$ cat config.mk
export PLATFORM = sky130hd
export DESIGN_NAME = apu_area_protection_unit
export DESIGN_NICKNAME = d
export VERILOG_FILES = /design/src/apu_pkg.sv /design/src/apu_area_protection_unit.sv
export VERILOG_INCLUDE_DIRS = /design/src /design/src/src
export SDC_FILE = /design/constraint.sdc
export NUM_CORES = 1
export LEC_CHECK = 0
export ABC_AREA = 1
export BUFFER_PORTS_ARGS = -buffer_cell sky130_fd_sc_hd__buf_2
export CAP_MARGIN = 30
export CORE_UTILIZATION = 23
export CTS_CLUSTER_DIAMETER = 120
export CTS_CLUSTER_SIZE = 24
export DETAILED_ROUTE_END_ITERATION = 8
export PLACE_DENSITY_LB_ADDON = 0.08
export REMOVE_ABC_BUFFERS = 1
export SYNTH_ARGS = -nofsm -noshare
export SYNTH_HDL_FRONTEND = slang
export SYNTH_SLANG_ARGS = --single-unit
$ cat constraint.sdc
create_clock -name ref_clk_i -period 12.56 [get_ports ref_clk_i]
set_input_delay 0.628 -clock ref_clk_i [delete_from_list [all_inputs] [get_ports ref_clk_i]]
set_output_delay 0.628 -clock ref_clk_i [all_outputs]
set_load 0.005 [all_outputs]
$ cat src/apu_defs.svh
/*
 * Constants of the area protection unit: widths, operation codes,
 * configuration word layout, area default ranges and permissions.
 * Assumes inclusion by bare name from the package and design files.
 */
`ifndef APU_DEFS_SVH
`define APU_DEFS_SVH

// Access address width in bits
`define APU_ADDR_W      16
// Configuration data width in bits
`define APU_CFG_W       32
// Largest number of areas the source mask can name
`define APU_MAX_AREAS   8

// Operation codes, also the bit index into a permission nibble
`define APU_OP_READ     2'h0
`define APU_OP_WRITE    2'h1
`define APU_OP_DELETE   2'h2
`define APU_OP_EXEC     2'h3

// Configuration word selectors
`define APU_SEL_BASE    2'h0
`define APU_SEL_TOP     2'h1
`define APU_SEL_ATTR    2'h2

// Attribute word field positions
`define APU_ATTR_PU_LSB 0
`define APU_ATTR_PP_LSB 4
`define APU_ATTR_SM_LSB 8
`define APU_ATTR_LOCK   16

// Default ranges: area 0 ROM, area 1 RAM, area 2 flash, others empty
`define APU_ROM_BASE    16'h0000
`define APU_ROM_TOP     16'h3fff
`define APU_RAM_BASE    16'h4000
`define APU_RAM_TOP     16'h7fff
`define APU_FLASH_BASE  16'h8000
`define APU_FLASH_TOP   16'hffff
`define APU_EMPTY_BASE  16'hffff
`define APU_EMPTY_TOP   16'h0000

// Default permissions, bit order exec/delete/write/read
`define APU_ROM_PU      4'h9
`define APU_ROM_PP      4'h9
`define APU_RAM_PU      4'h3
`define APU_RAM_PP      4'h3
`define APU_FLASH_PU    4'h9
`define APU_FLASH_PP    4'hf
`define APU_EMPTY_P     4'h0
// Default source masks: code from any area may reach ROM, RAM and flash, none may reach empty areas
`define APU_SM_ALL      8'hff
`define APU_SM_NONE     8'h00

`endif

$ cat src/apu_pkg.sv
/*
 * Types of the area protection unit: operation kind and area entry.
 * Assumes apu_defs.svh is on the include path.
 */
`default_nettype none
`include "apu_defs.svh"

package apu_pkg;

  // Kind of access requested by the core
  typedef enum logic [1:0] {
    APU_READ   = `APU_OP_READ,
    APU_WRITE  = `APU_OP_WRITE,
    APU_DELETE = `APU_OP_DELETE,
    APU_EXEC   = `APU_OP_EXEC
  } apu_op_e;

  // One protected area with its permission attributes
  typedef struct packed {
    logic [`APU_ADDR_W-1:0]    base;    // First address of the area
    logic [`APU_ADDR_W-1:0]    top;     // Last address of the area
    logic [3:0]                perm_u;  // Ops allowed in user mode
    logic [3:0]                perm_p;  // Ops allowed in privileged mode
    logic [`APU_MAX_AREAS-1:0] src;     // Areas code may run from
    logic                      lock;    // Entry frozen until reset
  } apu_area_s;

endpackage

`default_nettype wire

$ cat src/apu_area_protection_unit.sv
/*
 * Area protection unit: checks each core access against area entries
 * and answers grant or deny one cycle later; privileged-only config port.
 * Assumes the memory acts only on grant_o and inputs are synchronous.
 */
// Behaviour
// Check every read, write, delete, execute by mode
// Only privileged writes change area attributes
// Decide from source area, target area, operation
// Decide before the access may complete
// Evaluate per access; deny makes access inoperative
// Attributes reset to fixed defaults, privileged override
// Areas cover ROM, RAM and flash
// Rules managed through the unit's control registers
// Signal a violation on each denied access
`default_nettype none
`include "apu_defs.svh"

module apu_area_protection_unit
  import apu_pkg::*;
#(
  parameter int NUM_AREAS = 4,                 // Number of area entries
  parameter int IDX_W     = $clog2(NUM_AREAS)  // Entry index width
) (
  input  wire logic                   ref_clk_i,    // Core clock
  input  wire logic                   rst_i,        // Async reset, high
  input  wire logic                   req_valid_i,  // Access request
  input  wire apu_pkg::apu_op_e       req_op_i,     // Access kind
  input  wire logic [`APU_ADDR_W-1:0] req_addr_i,   // Target address
  input  wire logic [`APU_ADDR_W-1:0] req_pc_i,     // Executing code address
  input  wire logic                   req_priv_i,   // Requester privileged
  input  wire logic                   cfg_we_i,     // Config write strobe
  input  wire logic                   cfg_priv_i,   // Config writer privileged
  input  wire logic [IDX_W-1:0]       cfg_idx_i,    // Entry index
  input  wire logic [1:0]             cfg_sel_i,    // Word selector
  input  wire logic [`APU_CFG_W-1:0]  cfg_wdata_i,  // Config write data
  output logic                        grant_o,      // Access permitted
  output logic                        deny_o,       // Access blocked
  output logic [`APU_ADDR_W-1:0]      viol_addr_o,  // Last denied address
  output apu_pkg::apu_op_e            viol_op_o,    // Last denied op
  output logic                        cfg_ack_o,    // Config write taken
  output logic                        cfg_refused_o,// Config write ignored
  output logic [`APU_CFG_W-1:0]       cfg_rdata_o   // Config readback
);
  import apu_pkg::*;

  // Whole state of the unit
  typedef struct packed {
    apu_area_s [NUM_AREAS-1:0] areas;      // Area table
    logic                      grant;      // Grant pulse
    logic                      deny;       // Deny pulse
    logic [`APU_ADDR_W-1:0]    viol_addr;  // Captured denied address
    apu_op_e                   viol_op;    // Captured denied op
    logic                      cfg_ack;    // Config accept pulse
    logic                      cfg_ref;    // Config refuse pulse
    logic [`APU_CFG_W-1:0]     rdata;      // Readback word
  } apu_state_s;

  apu_state_s st;       // Registered state
  apu_state_s next_st;  // Next state

  // Default entry for an area index, constant for reset
  function automatic apu_area_s apu_default(input int i);
    apu_area_s a;
    a = '{base: `APU_EMPTY_BASE, top: `APU_EMPTY_TOP, perm_u: `APU_EMPTY_P,
          perm_p: `APU_EMPTY_P, src: `APU_SM_NONE, lock: 1'b0};
    case (i)
      0: begin
        a = '{base: `APU_ROM_BASE, top: `APU_ROM_TOP, perm_u: `APU_ROM_PU,
              perm_p: `APU_ROM_PP, src: `APU_SM_ALL, lock: 1'b0};
      end
      1: begin
        a = '{base: `APU_RAM_BASE, top: `APU_RAM_TOP, perm_u: `APU_RAM_PU,
              perm_p: `APU_RAM_PP, src: `APU_SM_ALL, lock: 1'b0};
      end
      2: begin
        a = '{base: `APU_FLASH_BASE, top: `APU_FLASH_TOP, perm_u: `APU_FLASH_PU,
              perm_p: `APU_FLASH_PP, src: `APU_SM_ALL, lock: 1'b0};
      end
      default: begin
        a = a;
      end
    endcase
    return a;
  endfunction

  // Reset image of the whole state
  function automatic apu_state_s apu_reset();
    apu_state_s s;
    s = '0;
    for (int i = 0; i < NUM_AREAS; i++) begin
      s.areas[i] = apu_default(i);
    end
    return s;
  endfunction

  logic [NUM_AREAS-1:0] t_hits;   // Target address inside area
  logic [NUM_AREAS-1:0] s_hits;   // Code address inside area

  // per-area range match
  generate
    for (genvar g = 0; g < NUM_AREAS; g++) begin : g_match
      assign t_hits[g] = (req_addr_i >= st.areas[g].base) && (req_addr_i <= st.areas[g].top);
      assign s_hits[g] = (req_pc_i >= st.areas[g].base) && (req_pc_i <= st.areas[g].top);
    end
  endgenerate

  logic             t_hit;   // Target area found
  logic             s_hit;   // Source area found
  logic [IDX_W-1:0] t_idx;   // Lowest matching target area
  logic [IDX_W-1:0] s_idx;   // Lowest matching source area
  logic             allow;   // Access permitted
  logic             cfg_ok;  // Config write may land

  // Priority pick, lowest index wins on overlap
  always_comb begin
    t_hit = 1'b0;
    s_hit = 1'b0;
    t_idx = '0;
    s_idx = '0;
    for (int i = NUM_AREAS - 1; i >= 0; i--) begin
      if (t_hits[i]) begin
        t_hit = 1'b1;
        t_idx = IDX_W'(i);
      end
      if (s_hits[i]) begin
        s_hit = 1'b1;
        s_idx = IDX_W'(i);
      end
    end
  end

  // R03: mode, source, target and op decide together
  always_comb begin
    allow = t_hit && s_hit && st.areas[t_idx].src[s_idx] &&
            (req_priv_i ? st.areas[t_idx].perm_p[req_op_i] : st.areas[t_idx].perm_u[req_op_i]);
  end

  // only privileged, unlocked, valid writes land
  assign cfg_ok = cfg_priv_i && (32'(cfg_idx_i) < NUM_AREAS) &&
                  (cfg_sel_i != 2'h3) && !st.areas[cfg_idx_i].lock;

  // Next-state logic for decision, capture and configuration
  always_comb begin
    next_st = st;
    // R05: answer each request before the memory may act
    next_st.grant   = req_valid_i && allow;
    next_st.deny    = req_valid_i && !allow;
    next_st.cfg_ack = cfg_we_i && cfg_ok;
    next_st.cfg_ref = cfg_we_i && !cfg_ok;
    // record what was blocked
    if (req_valid_i && !allow) begin
      next_st.viol_addr = req_addr_i;
      next_st.viol_op   = req_op_i;
    end
    // R06: privileged run-time override of defaults
    if (cfg_we_i && cfg_ok) begin
      case (cfg_sel_i)
        `APU_SEL_BASE: begin
          next_st.areas[cfg_idx_i].base = cfg_wdata_i[`APU_ADDR_W-1:0];
        end
        `APU_SEL_TOP: begin
          next_st.areas[cfg_idx_i].top = cfg_wdata_i[`APU_ADDR_W-1:0];
        end
        `APU_SEL_ATTR: begin
          next_st.areas[cfg_idx_i].perm_u = cfg_wdata_i[`APU_ATTR_PU_LSB +: 4];
          next_st.areas[cfg_idx_i].perm_p = cfg_wdata_i[`APU_ATTR_PP_LSB +: 4];
          next_st.areas[cfg_idx_i].src    = cfg_wdata_i[`APU_ATTR_SM_LSB +: `APU_MAX_AREAS];
          next_st.areas[cfg_idx_i].lock   = cfg_wdata_i[`APU_ATTR_LOCK];
        end
        default: begin
          next_st.areas = st.areas;
        end
      endcase
    end
    // readback of selected word, privileged only
    next_st.rdata = '0;
    if (cfg_priv_i && (32'(cfg_idx_i) < NUM_AREAS)) begin
      case (cfg_sel_i)
        `APU_SEL_BASE: begin
          next_st.rdata = `APU_CFG_W'(st.areas[cfg_idx_i].base);
        end
        `APU_SEL_TOP: begin
          next_st.rdata = `APU_CFG_W'(st.areas[cfg_idx_i].top);
        end
        `APU_SEL_ATTR: begin
          next_st.rdata = `APU_CFG_W'({st.areas[cfg_idx_i].lock, st.areas[cfg_idx_i].src,
                                        st.areas[cfg_idx_i].perm_p, st.areas[cfg_idx_i].perm_u});
        end
        default: begin
          next_st.rdata = '0;
        end
      endcase
    end
  end

  // state register, defaults on reset
  always_ff @(posedge ref_clk_i or posedge rst_i) begin
    if (rst_i) begin
      st <= apu_reset();
    end else begin
      st <= next_st;
    end
  end

  // Outputs straight from flip-flops
  assign grant_o       = st.grant;
  assign deny_o        = st.deny;
  assign viol_addr_o   = st.viol_addr;
  assign viol_op_o     = st.viol_op;
  assign cfg_ack_o     = st.cfg_ack;
  assign cfg_refused_o = st.cfg_ref;
  assign cfg_rdata_o   = st.rdata;
endmodule

`default_nettype wire

### Yosys cells after proc, flatten, opt, wreduce, memory -nomap -nowiden

Cells that the tools add are included.

| word-level totals | value |
|---|---|
| bits in registers | 250 |
| bits of input ports | 76 |
| output and inout bits | 54 |
| word-level logic and storage cells | 127 |

| operators by class | value |
|---|---|
| magnitude comparators | 21 |
| eq/ne operators | 3 |
| mux-type cells | 48 |
| reductions and logical operators | 24 |

Operators by type and width:

| kind | count |
|---|---|
| 196-bit bitwise mux | 6 |
| 49-bit demux with 2-bit select | 6 |
| 196-bit case mux with 3 select lines | 1 |
| 49-bit binary-select mux with 2-bit select | 2 |
| 16-bit greater-or-equal comparator | 8 |
| 16-bit <= comparator | 8 |
| 49-bit 2-to-1 mux | 2 |
| 17-bit 2-to-1 mux | 3 |
| 17-bit case mux with 3 select lines | 1 |
| 33-bit 2-to-1 mux | 1 |
| 1-bit logical AND | 18 |
| 2-bit 2-to-1 mux | 8 |
| 1-bit 2-to-1 mux | 13 |
| 13-bit 2-to-1 mux | 1 |
| 2-bit by 3-bit less-than comparator with 1-bit output, second input constant | 3 |
| 9-bit 2-to-1 mux | 1 |
| 1-bit binary-select mux with 2-bit select | 3 |
| 2-bit by 4-bit less-than comparator with 1-bit output, second input constant | 1 |
| 1-bit logical NOT | 3 |
| 3-bit nonzero test | 1 |
| 2-bit by 1-bit equality test with 1-bit output, second input constant | 1 |
| 2-bit equality test, second input constant | 1 |
| 2-bit by 1-bit greater-or-equal comparator with 1-bit output, second input constant | 1 |
| 2-bit logical NOT | 1 |
| other kinds (2) | 2 |

### Longest topological paths before layout

Gate-level depths: netlist (run 1).

| logic depth | value |
|---|---|
| depth in word-level cells | 14 |
| gate-level depth with buffers | 29 |
| depth with buffers taken out | 28 |

### Least setup slack after synthesis (run 1)

OpenSTA, ideal clock, no wires.

| path | value |
|---|---|
| path type | input to register |
| start | input req_addr_i[0] |
| end | register st, in the netlist viol_addr_o[0] |
| setup time | 116 ps |
| arrival time | 2,699 ps |
| setup slack | 9,745 ps |
| stages | 28 |
| path buffers | 3 |
| path through | inv_1 ha_1 inv_1 nand2_1 nand2_1 nand2_1 nand2_1 nand2_1 nand2_1 nand2_1 nand2_1 nand2_1 nand2_1 inv_1 nand2_2 nand2_4 nand2_4 buf_6 nand2_2 nand3_1 a21oi_1 nor2_1 nor2_2 nand3_2 buf_6 buf_8 nand3_2 nand2_1 |

| between the ends | value |
|---|---|
| word-level cells in the longest chain between the ends | 14 |
| elaborated cells on any way between the ends | 34 |
| classes of those cells | 8 x order compare; 17 x mux; 9 x reduce/logical |

Ends and longest elaborated chain:

| what | line | RTL |
|---|---|---|
| start, declared | apu_area_protection_unit.sv:29 | `` input wire logic [`APU_ADDR_W-1:0] req_addr_i, `` |
| 16-bit greater-or-equal comparator / 16-bit <= comparator (equally long branches) | apu_area_protection_unit.sv:103 | `assign t_hits[g] = (req_addr_i >= st.areas[g].base) && (req_addr_i <= st.areas[g].top);` |
| 1-bit logical AND | apu_area_protection_unit.sv:103 |  |
| 2-bit 2-to-1 mux (4 in a row) | apu_area_protection_unit.sv:122 | `if (t_hits[i]) begin` |
| 49-bit binary-select mux with 2-bit select | apu_area_protection_unit.sv:135, apu_area_protection_unit.sv:136 |  |
| 17-bit 2-to-1 mux (implied by the code) | apu_area_protection_unit.sv:136 | `(req_priv_i ? st.areas[t_idx].perm_p[req_op_i] : st.areas[t_idx].perm_u[req_op_i]);` |
| 1-bit binary-select mux with 2-bit select (on tied branches) | apu_area_protection_unit.sv:136, apu_area_protection_unit.sv:135 |  |
| 1-bit 2-to-1 mux (on tied branches) | apu_area_protection_unit.sv:136, apu_area_protection_unit.sv:135 |  |
| 1-bit 2-to-1 mux / 1-bit logical AND (equally long branches) | apu_area_protection_unit.sv:136, apu_area_protection_unit.sv:135 |  |
| 1-bit logical AND | apu_area_protection_unit.sv:135 | `allow = t_hit && s_hit && st.areas[t_idx].src[s_idx] &&` |
| 1-bit logical NOT | apu_area_protection_unit.sv:152 | `if (req_valid_i && !allow) begin` |
| 1-bit logical AND | apu_area_protection_unit.sv:152 |  |
| end signal, assigned | apu_area_protection_unit.sv:200 | `st <= apu_reset();` |
| end signal, assigned | apu_area_protection_unit.sv:202 | `st <= next_st;` |
| end, declared | apu_area_protection_unit.sv:59 | `apu_state_s st;` |

Several ways; a longest one is shown, not always the timed one. The select of a mux whose other input is x is not followed.
A chain may end at the register's enable or synchronous reset.

==> flow_metrics.env, run 1 <==
export IMPL_use_met2=0.311
export IMPL_coreArea_um2=74700
export IMPL_slowest_delay_ns=0.61
export IMPL_worstSetupPathDepth=15
export IMPL_nFillCells=8089
export IMPL_die_w_um=277
export IMPL_min_delay_path_class="in -> async"
export IMPL_firstDrtPassIters=6
export IMPL_synth_top_area_cell="dfrtp_1"
export IMPL_die_h_um=277
export IMPL_power_leakage_uw=0.00874
export IMPL_cts_buffers=15
export IMPL_die_area_um2=76800
export IMPL_hold_viol=0
export IMPL_synth_area_top_cells="dfrtp_1 (19%), ha_1 (19%), dfstp_2 (15%)"
export IMPL_powerDensity_nw_per_um2=202
export IMPL_period_needed_ns=4.47
export IMPL_vias=15556
export IMPL_area_delta_synth_final_pct=10.0
export IMPL_cpMaxStageDelayCell="a21oi_1"
export IMPL_slew_headroom=0.293
export IMPL_route_detailed_drc=0
export IMPL_synth_most_common_cell="nand2_1"
export IMPL_clock_sinks=235
export IMPL_overflow=0
export IMPL_cts_tree="done"
export IMPL_cts_root_buf="clkbuf_16"
export IMPL_cts_repair_resized=0
export IMPL_crit_start="cfg_idx_i[0]"
export IMPL_rr_worst_depth=19
export IMPL_antenna_found_initial=3
export IMPL_use_met1=0.260
export IMPL_num_rows=100
export IMPL_synth_edf_count=0
export IMPL_track_usage=0.186
export IMPL_crit_type="in -> reg"
export IMPL_cpMostUsedCell="inv_1"
export IMPL_cp_end_kind="flip-flop"
export IMPL_grt_start_max_net_pins=72
export IMPL_fin_nets=2523
export IMPL_crit_fanout=41
export IMPL_num_antenna_cells=0
export IMPL_ys_seq_area_frac=0.345
export IMPL_routedWlPerCell_um=22.8
export IMPL_crit_family="buffers and inverters"
export IMPL_h_tree_depth=1
export IMPL_drv_slew=0
export IMPL_ys_top_cells_by_count="nand2_1 (359), inv_1 (293), o22ai_1 (275), ha_1 (260), o21ai_0 (199)"
export IMPL_synth_ff_type="dfrtp_1"
export IMPL_start_kind="input pin"
export IMPL_synthCells=2170
export IMPL_dpl_hpwl_mm=51.8
export IMPL_io_pins=130
export IMPL_syn_area_per_cell_um2=8.02
export IMPL_wl_mm=72.2
export IMPL_vias_per_cell=4.92
export IMPL_max_freq_mhz=224
export IMPL_initialDrtViolationCount=975
export IMPL_rsz0062_at_grt="false"
export IMPL_cts_hold_buffers_added=0
export IMPL_arrival_ns=4.89
export IMPL_status="complete, no violations"
export IMPL_ir_drop_mv=0.0813
export IMPL_grt_first_pass_wirelength_mm=107
export IMPL_finClkSkew_ns=0.0496
export IMPL_cap_violations=0
export IMPL_ant_nets=0
export IMPL_yosys_warnings=0
export IMPL_synth_top_cell_area_share=0.193
export IMPL_clk_latency_ns=0.57
export IMPL_crit_chain="buf_2 > inv_1 > nand2_2 > o22ai_1 > a221oi_2 > inv_1 > nor2_1 > nand2_1 > nor2_1 > inv_1 > nor2_2 > buf_4 > inv_1 > a21oi_1 > o22ai_1"
export IMPL_setup_viol=0
export IMPL_worst_slew_pin_transition_ns=1.06
export IMPL_path_buf_inv=6
export IMPL_grt_met3_usage=0.0156
export IMPL_gp_congestion=0.809
export IMPL_top_usage_layer="met2"
export IMPL_grt_pass1_vias=15242
export IMPL_path_clk_slew_ns=0.11
export IMPL_start_util=0.233
export IMPL_cts_max_path_buffers=3
export IMPL_synth_cell_type_count=39
export IMPL_post_cts_setup_buffer_count=0
export IMPL_setup_tns_ns=0
export IMPL_crit_required_ns=12.98
export IMPL_async_flop_share=1.00
export IMPL_whs_ns=0.0977
export IMPL_ys_ff_latch=235
export IMPL_netlist_area_um2=17400
export IMPL_portBuffers=99
export IMPL_fin_crit_sh=0.356
export IMPL_layout_drive_gt1_share=0.134
==> cells by family after synthesis <==
logic type                 after synthesis  share of synthesized area
AOI/OAI and AO/OA                      640                      0.208
buffers and inverters                  432                      0.108
DFF                                    235                      0.345
other                                    1                   0.000215
adders and majority gates              260                      0.187
and+or+nand+nor                        602                      0.152
==> final timing paths <==
check / to / slack, ns
max reg2reg: viol_op_o[1]$_DFFE_PP0P_ / 8.28
max: flip-flop / 8.09
min in group ref_clk_i: viol_addr_o[0]$_DFFE_PP0P_ / 0.34
max in group asynchronous: async pin / 11.06
min reg2reg: viol_addr_o[3]$_DFFE_PP0P_ / 0.48
min: async pin / 0.1
==> cells in the final DEF (no fill, tap or decap), types with 21 or more instances in the layout <==
cell type  netlist  routed
buf_4           53      21
buf_2           13      99
nor2_1          59      55
inv_1          293     292
dfrtp_1        134     134
nand3_1        127     127
nand2_1        359     355
ha_1           260     260
o21ai_0        199     199
dfstp_2        101     101
o22ai_1        275     275
a21oi_1        135     135
==> worst reg2reg max path, delay by kind of cell, from the launching register on <==
family                   cells  cell delay, ns
buffers and inverters        2            0.47
adder cells (fa/ha/maj)      1            0.29
flip-flops                   1            0.37
AND/OR/NAND/NOR             13            2.27
AO/OA/AOI/OAI                3            0.75
==> through the flow <==
step	power [uW]	util	cell area, um2	setup slack, ns	std cells
after floorplan	2590	-	16700	5.65	2049
after global placement	3250	0.249	18600	7.52	3138
after detailed placement	3300	0.250	18700	7.46	3139
after CTS	3920	0.256	19200	8.07	3165
after global routing	4250	0.256	19200	7.75	3165
final	3880	0.256	19200	8.09	3165
==> final cells by class <==
class                   instances  area, um2  area share
multi-input cells            1517       9640       0.503
flip-flops and latches        235       6010       0.314
well taps                     969       1210      0.0633
inverters                     297       1120      0.0586
repair buffers                121        681      0.0355
clock buffers                  18        387      0.0202
clock inverters                 8        104     0.00542
==> power by group <==
| part | leakage (uW) | internal [uW] | switching, uW |
|---|---|---|---|
| Clock | 0.000235 | 254 | 345 |
| Combinational | 0.00570 | 677 | 1330 |
| Sequential | 0.00280 | 1140 | 134 |
==> layer usage <==
layer  share of wire  vias up
li1                -     7550
met1            0.48     7619
met2            0.47      335
met3           0.029       52
met4           0.020        0
met5               0        -
Power figures use the tool's default switching activity.
==> inputs of run 2 (changes only) <==
==> constraint.sdc (replaced) <==
create_clock -name ref_clk_i -period 4 [get_ports ref_clk_i]
set_input_delay 0.2 -clock ref_clk_i [delete_from_list [all_inputs] [get_ports ref_clk_i]]
set_output_delay 0.2 -clock ref_clk_i [all_outputs]
set_load 0.005 [all_outputs]
==> flow_metrics.env, run 2 (synthesized netlist as in run 1, its figures left out) <==
export IMPL_min_delay_path_class="in -> reg"
export IMPL_rsz0062_at_grt="false"
export IMPL_max_freq_mhz=273
export IMPL_post_cts_setup_buffer_count=0
export IMPL_ant_nets=0
export IMPL_gp_congestion=0.844
export IMPL_finClkSkew_ns=0.0291
export IMPL_use_met2=0.309
export IMPL_dpl_cell_area_um2=18900
export IMPL_vias=15651
export IMPL_num_rows=100
export IMPL_layout_common_cells="nand2_1 (355), inv_1 (292), o22ai_1 (275)"
export IMPL_period_needed_ns=3.66
export IMPL_dpl_hpwl_mm=53.9
export IMPL_path_clk_slew_ns=0.10
export IMPL_die_w_um=277
export IMPL_grt_pass1_vias=15406
export IMPL_top_usage_layer="met2"
export IMPL_cts_max_path_buffers=3
export IMPL_clock_sinks=235
export IMPL_use_met1=0.261
export IMPL_ir_drop_mv=0.230
export IMPL_routedWlPerCell_um=22.7
export IMPL_power_leakage_uw=0.00893
export IMPL_cap_violations=0
export IMPL_drv_slew=0
export IMPL_crit_required_ns=4.45
export IMPL_power_uw=12300
export IMPL_crit_type="reg -> reg"
export IMPL_cp_end_kind="flip-flop"
export IMPL_die_area_um2=76800
export IMPL_layout_drive_gt1_share=0.145
export IMPL_area_delta_synth_final_pct=12.2
export IMPL_setup_viol=0
export IMPL_io_pins=130
export IMPL_rr_worst_depth=20
export IMPL_hold_viol=0
export IMPL_overflow=0
export IMPL_setup_tns_ns=0
export IMPL_wl_mm=72.8
export IMPL_start_kind="flip-flop"
export IMPL_h_tree_depth=1
export IMPL_nFillCells=8099
export IMPL_grt_first_pass_wirelength_mm=108
export IMPL_cts_tree="done"
export IMPL_slew_headroom=0.354
export IMPL_initialDrtViolationCount=1095
export IMPL_crit_fanout=24
export IMPL_status="complete, no violations"
export IMPL_cts_buffers=16
export IMPL_start_util=0.233
export IMPL_final_common_cell="nand2_1"
export IMPL_fin_area_um2=19500
export IMPL_track_usage=0.188
export IMPL_cts_root_buf="clkbuf_16"
export IMPL_grt_start_max_net_pins=80
export IMPL_grt_met3_usage=0.0196
export IMPL_antenna_found_initial=3
export IMPL_fin_crit_sh=0.915
export IMPL_firstDrtPassIters=5
export IMPL_worst_hold_path_num_cells=3
export IMPL_arrival_ns=4.11
export IMPL_fin_nets=2561
export IMPL_worst_slew_pin_transition_ns=0.966
export IMPL_vias_per_cell=4.88
export IMPL_portBuffers=99
export IMPL_route_detailed_drc=0
export IMPL_powerDensity_nw_per_um2=631
export IMPL_die_h_um=277
export IMPL_coreArea_um2=74700
export IMPL_clk_latency_ns=0.55
run 2: per-layer routing:
layer  part of all wire  routed length [um]  up-vias
li1                   -                   -     7627
met1               0.47               33900     7561
met2               0.47               33900      383
met3              0.040                2880       78
met4              0.029                2130        2
met5            0.00023                  17        -
run 2: report_power, final:
group          internal [uW]  switching, uW  total [uW]
Sequential              3570            425        3990
Combinational           2240           4150        6380
Clock                    861           1090        1950
run 2: final cells by class:
class | count | area [um2] | share of cell area
inverter | 297 | 1120 | 0.0574
tap | 969 | 1210 | 0.0621
antenna | 1 | 2.50 | 0.000128
multi-input combinational | 1517 | 9630 | 0.493
clock inverter | 9 | 88.8 | 0.00455
sequential | 235 | 6010 | 0.307
clock buffer | 19 | 454 | 0.0232
timing repair buffer | 158 | 1020 | 0.0523
run 2: path summary, 6_finish.rpt:
| check | from | to | slack (ns) |
|---|---|---|---|
| worst max register to register | flip-flop | viol_addr_o[8]$_DFFE_PP0P_ | 0.34 |
| max in group asynchronous | rst_i | async pin | 2.67 |
| min in group asynchronous | rst_i | cfg_rdata_o[16]$_DFF_PP0_ | 0.24 |
| worst min-delay path | req_addr_i[15] | viol_addr_o[15]$_DFFE_PP0P_ | 0.02 |
| worst min register to register | viol_addr_o[4]$_DFFE_PP0P_ | viol_addr_o[4]$_DFFE_PP0P_ | 0.48 |
| worst max-delay path | flip-flop | viol_addr_o[8]$_DFFE_PP0P_ | 0.34 |
run 2: stage by stage:
step | util | instances | hold slack, ns | setup WS (ns)
6_report | 0.262 | 3205 | 0.0224 | 0.340
5_1_grt | 0.262 | 3204 | 0.0242 | 0.0182
4_1_cts | 0.262 | 3204 | 0.00834 | 0.289
3_5_place_dp | 0.253 | 3166 | 0.341 | 0.302
3_3_place_gp | 0.253 | 3165 | 0.341 | 0.309
2_1_floorplan | - | 2049 | 0.320 | -2.48
run 2: what timing repair did:
action,in CTS,in global routing
endpoints found under the hold margin,60,0
setup endpoints to repair,0,8
hold buffers,10,0
gates resized for setup,0,1
run 2: worst max-delay path, cell delays in order (launching register included):
cell and delay (ns):
dfstp_2 0.53, inv_1 0.10, ha_1 0.31, nand4_1 0.16, nor2_1 0.40, nand4_1 0.16, nand2_1 0.14, nand2_2 0.10
nand2_4 0.17, nand2_4 0.22, nand2_1 0.13, nand3_1 0.08, nand2_1 0.07, nand2_1 0.05, nand2_1 0.06, nor2_1 0.04
nor2_2 0.17, nand3_2 0.22, buf_4 0.28, nand3_1 0.08, nand2_1 0.06
==> inputs of run 3 (changes only) <==
==> constraint.sdc (replaced) <==
create_clock -name ref_clk_i -period 3.5 [get_ports ref_clk_i]
set_input_delay 0.175 -clock ref_clk_i [delete_from_list [all_inputs] [get_ports ref_clk_i]]
set_output_delay 0.175 -clock ref_clk_i [all_outputs]
set_load 0.005 [all_outputs]
==> flow_metrics.env, run 3 (synthesized netlist as in run 1, its figures left out) <==
export IMPL_status="complete, no violations"
export IMPL_layout_common_cells="nand2_1 (333), inv_1 (285), o22ai_1 (275)"
export IMPL_dpl_cell_area_um2=19600
export IMPL_track_usage=0.193
export IMPL_worst_hold_path_num_cells=3
export IMPL_hold_viol=0
export IMPL_num_rows=100
export IMPL_cts_buffers=16
export IMPL_path_buf_inv=6
export IMPL_multi_input_area_um2=10200
export IMPL_final_common_cell="nand2_1"
export IMPL_r2r_end="viol_op_o[1]$_DFFE_PP0P_"
export IMPL_routedWlPerCell_um=22.9
export IMPL_rsz0062_at_grt="true"
export IMPL_grt_first_pass_wirelength_mm=110
export IMPL_antenna_found_initial=2
export IMPL_start_util=0.233
export IMPL_combPwrFrac=0.570
export IMPL_layout_drive_gt1_share=0.219
export IMPL_io_pins=130
export IMPL_p_sw_frac=0.449
export IMPL_finClkSkew_ns=0.0513
export IMPL_drv_slew=0
export IMPL_clk_latency_ns=0.57
export IMPL_post_route_util=0.284
export IMPL_die_area_um2=76800
export IMPL_grt_start_max_net_pins=90
export IMPL_cp_end_kind="flip-flop"
export IMPL_dpl_hpwl_mm=55.5
export IMPL_power_uw=16100
export IMPL_ant_nets=0
export IMPL_arrival_ns=3.79
export IMPL_crit_type="reg -> reg"
export IMPL_portBuffers=99
export IMPL_clockPowerShare=0.143
export IMPL_pwr_share_seq=0.287
export IMPL_p_switching_uw=7230
export IMPL_crit_chain="inv_1 > ha_1 > nand2_1 > o21ai_0 > buf_4 > a21oi_2 > buf_4 > nand3_1 > nand2_4 > nand2_4 > buf_12 > nor2_4 > clkbuf_16 > nand3_4 > nand3_2 > nand3_2 > nand2_2 > nand2_2 > nand3_4 > buf_12 > nand2_4 > nand2_1 > nand2_1"
export IMPL_grt_pass1_vias=15833
export IMPL_slew_headroom=0.313
export IMPL_slowest_delay_ns=0.52
export IMPL_area_delta_synth_final_pct=21.7
export IMPL_p_int_uw=8860
export IMPL_worst_slew_pin_transition_ns=1.03
export IMPL_cpMaxStageDelayCell="dfstp_2"
export IMPL_crit_family="simple AND/OR/NAND/NOR gates"
export IMPL_die_h_um=277
export IMPL_holdPathEnd="viol_addr_o[8]$_DFFE_PP0P_"
export IMPL_reg2reg_slack_ns=0.14
export IMPL_vias_per_cell=4.91
export IMPL_max_freq_mhz=298
export IMPL_cts_tree="done"
export IMPL_fin_area_um2=21200
export IMPL_overflow=0
export IMPL_gp_congestion=0.846
export IMPL_initialDrtViolationCount=1024
export IMPL_firstDrtPassIters=5
export IMPL_cts_max_path_buffers=3
export IMPL_fin_crit_sh=0.959
export IMPL_vias=16265
export IMPL_route_detailed_drc=0
export IMPL_rr_worst_depth=23
export IMPL_cts_root_buf="clkbuf_16"
export IMPL_wl_mm=75.9
export IMPL_cap_violations=0
export IMPL_powerDensity_nw_per_um2=759
export IMPL_fin_nets=2669
export IMPL_hp_start="req_addr_i[8]"
export IMPL_crit_required_ns=3.93
export IMPL_setup_tns_ns=0
export IMPL_regArea_um2=6010
export IMPL_ir_drop_mv=0.331
export IMPL_clock_sinks=235
export IMPL_h_tree_depth=1
export IMPL_power_leakage_uw=0.00961
export IMPL_die_w_um=277
export IMPL_crit_fanout=7
export IMPL_period_needed_ns=3.36
export IMPL_nFillCells=7977
export IMPL_start_kind="flip-flop"
export IMPL_coreArea_um2=74700
export IMPL_path_clk_slew_ns=0.11
export IMPL_setup_viol=0
export IMPL_min_delay_path_class="in -> reg"
run 3: cell types whose count changed in the layout (fill, tap and decap cells not counted), sizes merged, moves of 2 or more:
cell | previous run | this run
buf | 148 | 239
dlygate4sd3 | 10 | 21
clkbuf | 19 | 23
inv | 300 | 296
clkinv | 5 | 7
nand2 | 370 | 372
run 3: final cells by class:
class | count | area share
clock buffer | 19 | 0.0209
clock inverter | 9 | 0.00561
antenna | 1 | 0.000118
timing repair buffer | 264 | 0.0972
tap | 969 | 0.0572
multi-input combinational | 1519 | 0.482
sequential | 235 | 0.284
inverter | 297 | 0.0536
run 3: worst max-delay path by stage:
stage | to | start | depth (start not counted) | slack, ns
2_1_floorplan | async pin | rst_i | 1 | -2.95
3_3_place_gp | viol_addr_o[5]$_DFFE_PP0P_ | flip-flop | 22 | -0.03
3_5_place_dp | viol_addr_o[14]$_DFFE_PP0P_ | flip-flop | 22 | -0.04
4_1_cts | viol_op_o[1]$_DFFE_PP0P_ | flip-flop | 23 | 0.01
5_1_grt | viol_addr_o[0]$_DFFE_PP0P_ | flip-flop | 22 | -0.05
6_report | viol_op_o[1]$_DFFE_PP0P_ | flip-flop | 23 | 0.14
run 3: per-layer routing:
layer  vias up  GRT usage  wire length [um]
li1       7855          -                 -
met1      7957      0.264             35800
met2       372      0.325             35400
met3        81     0.0175              2420
met4         0     0.0496              2300
met5         -          0                 0
run 3: through the flow:
step	worst slack [ns]	hold WS, ns	cells
after detailed placement	-0.0432	0.338	3251
final	0.143	0.00914	3313
after global placement	-0.0292	0.342	3251
after global routing	-0.0480	0.0171	3312
after floorplan	-2.95	0.295	2049
after CTS	0.0120	0.00190	3300
run 3: worst register-to-register path: stages (launching register included):
cell and delay (ns):
dfstp_2 0.52, inv_1 0.05, ha_1 0.27, nand2_1 0.08, o21ai_0 0.10, buf_4 0.16, a21oi_2 0.15, buf_4 0.13
nand3_1 0.16, nand2_4 0.17, nand2_4 0.07, buf_12 0.12, nor2_4 0.16, clkbuf_16 0.20, nand3_4 0.08, nand3_2 0.08
nand3_2 0.07, nand2_2 0.07, nand2_2 0.06, nand3_4 0.09, buf_12 0.18, nand2_4 0.13, nand2_1 0.11, nand2_1 0.05
run 3: what timing repair did:
item,CTS,global route
endpoints found under the setup margin,19,20
pin swaps,2,48
buffers inserted,0,6
hold buffers,21,0
resized for setup,5,117
endpoints found under the hold margin,101,0
cloned,0,6
run 3: power groups by stage:
stage	Combinational (uW)	Sequential (uW)	Clock (uW)
floorplan	4800	4510	0
CTS	8200	4600	2410
global route	10300	4740	2460
finish	9170	4610	2300
global placement	7970	4650	0
detailed placement	8100	4650	0
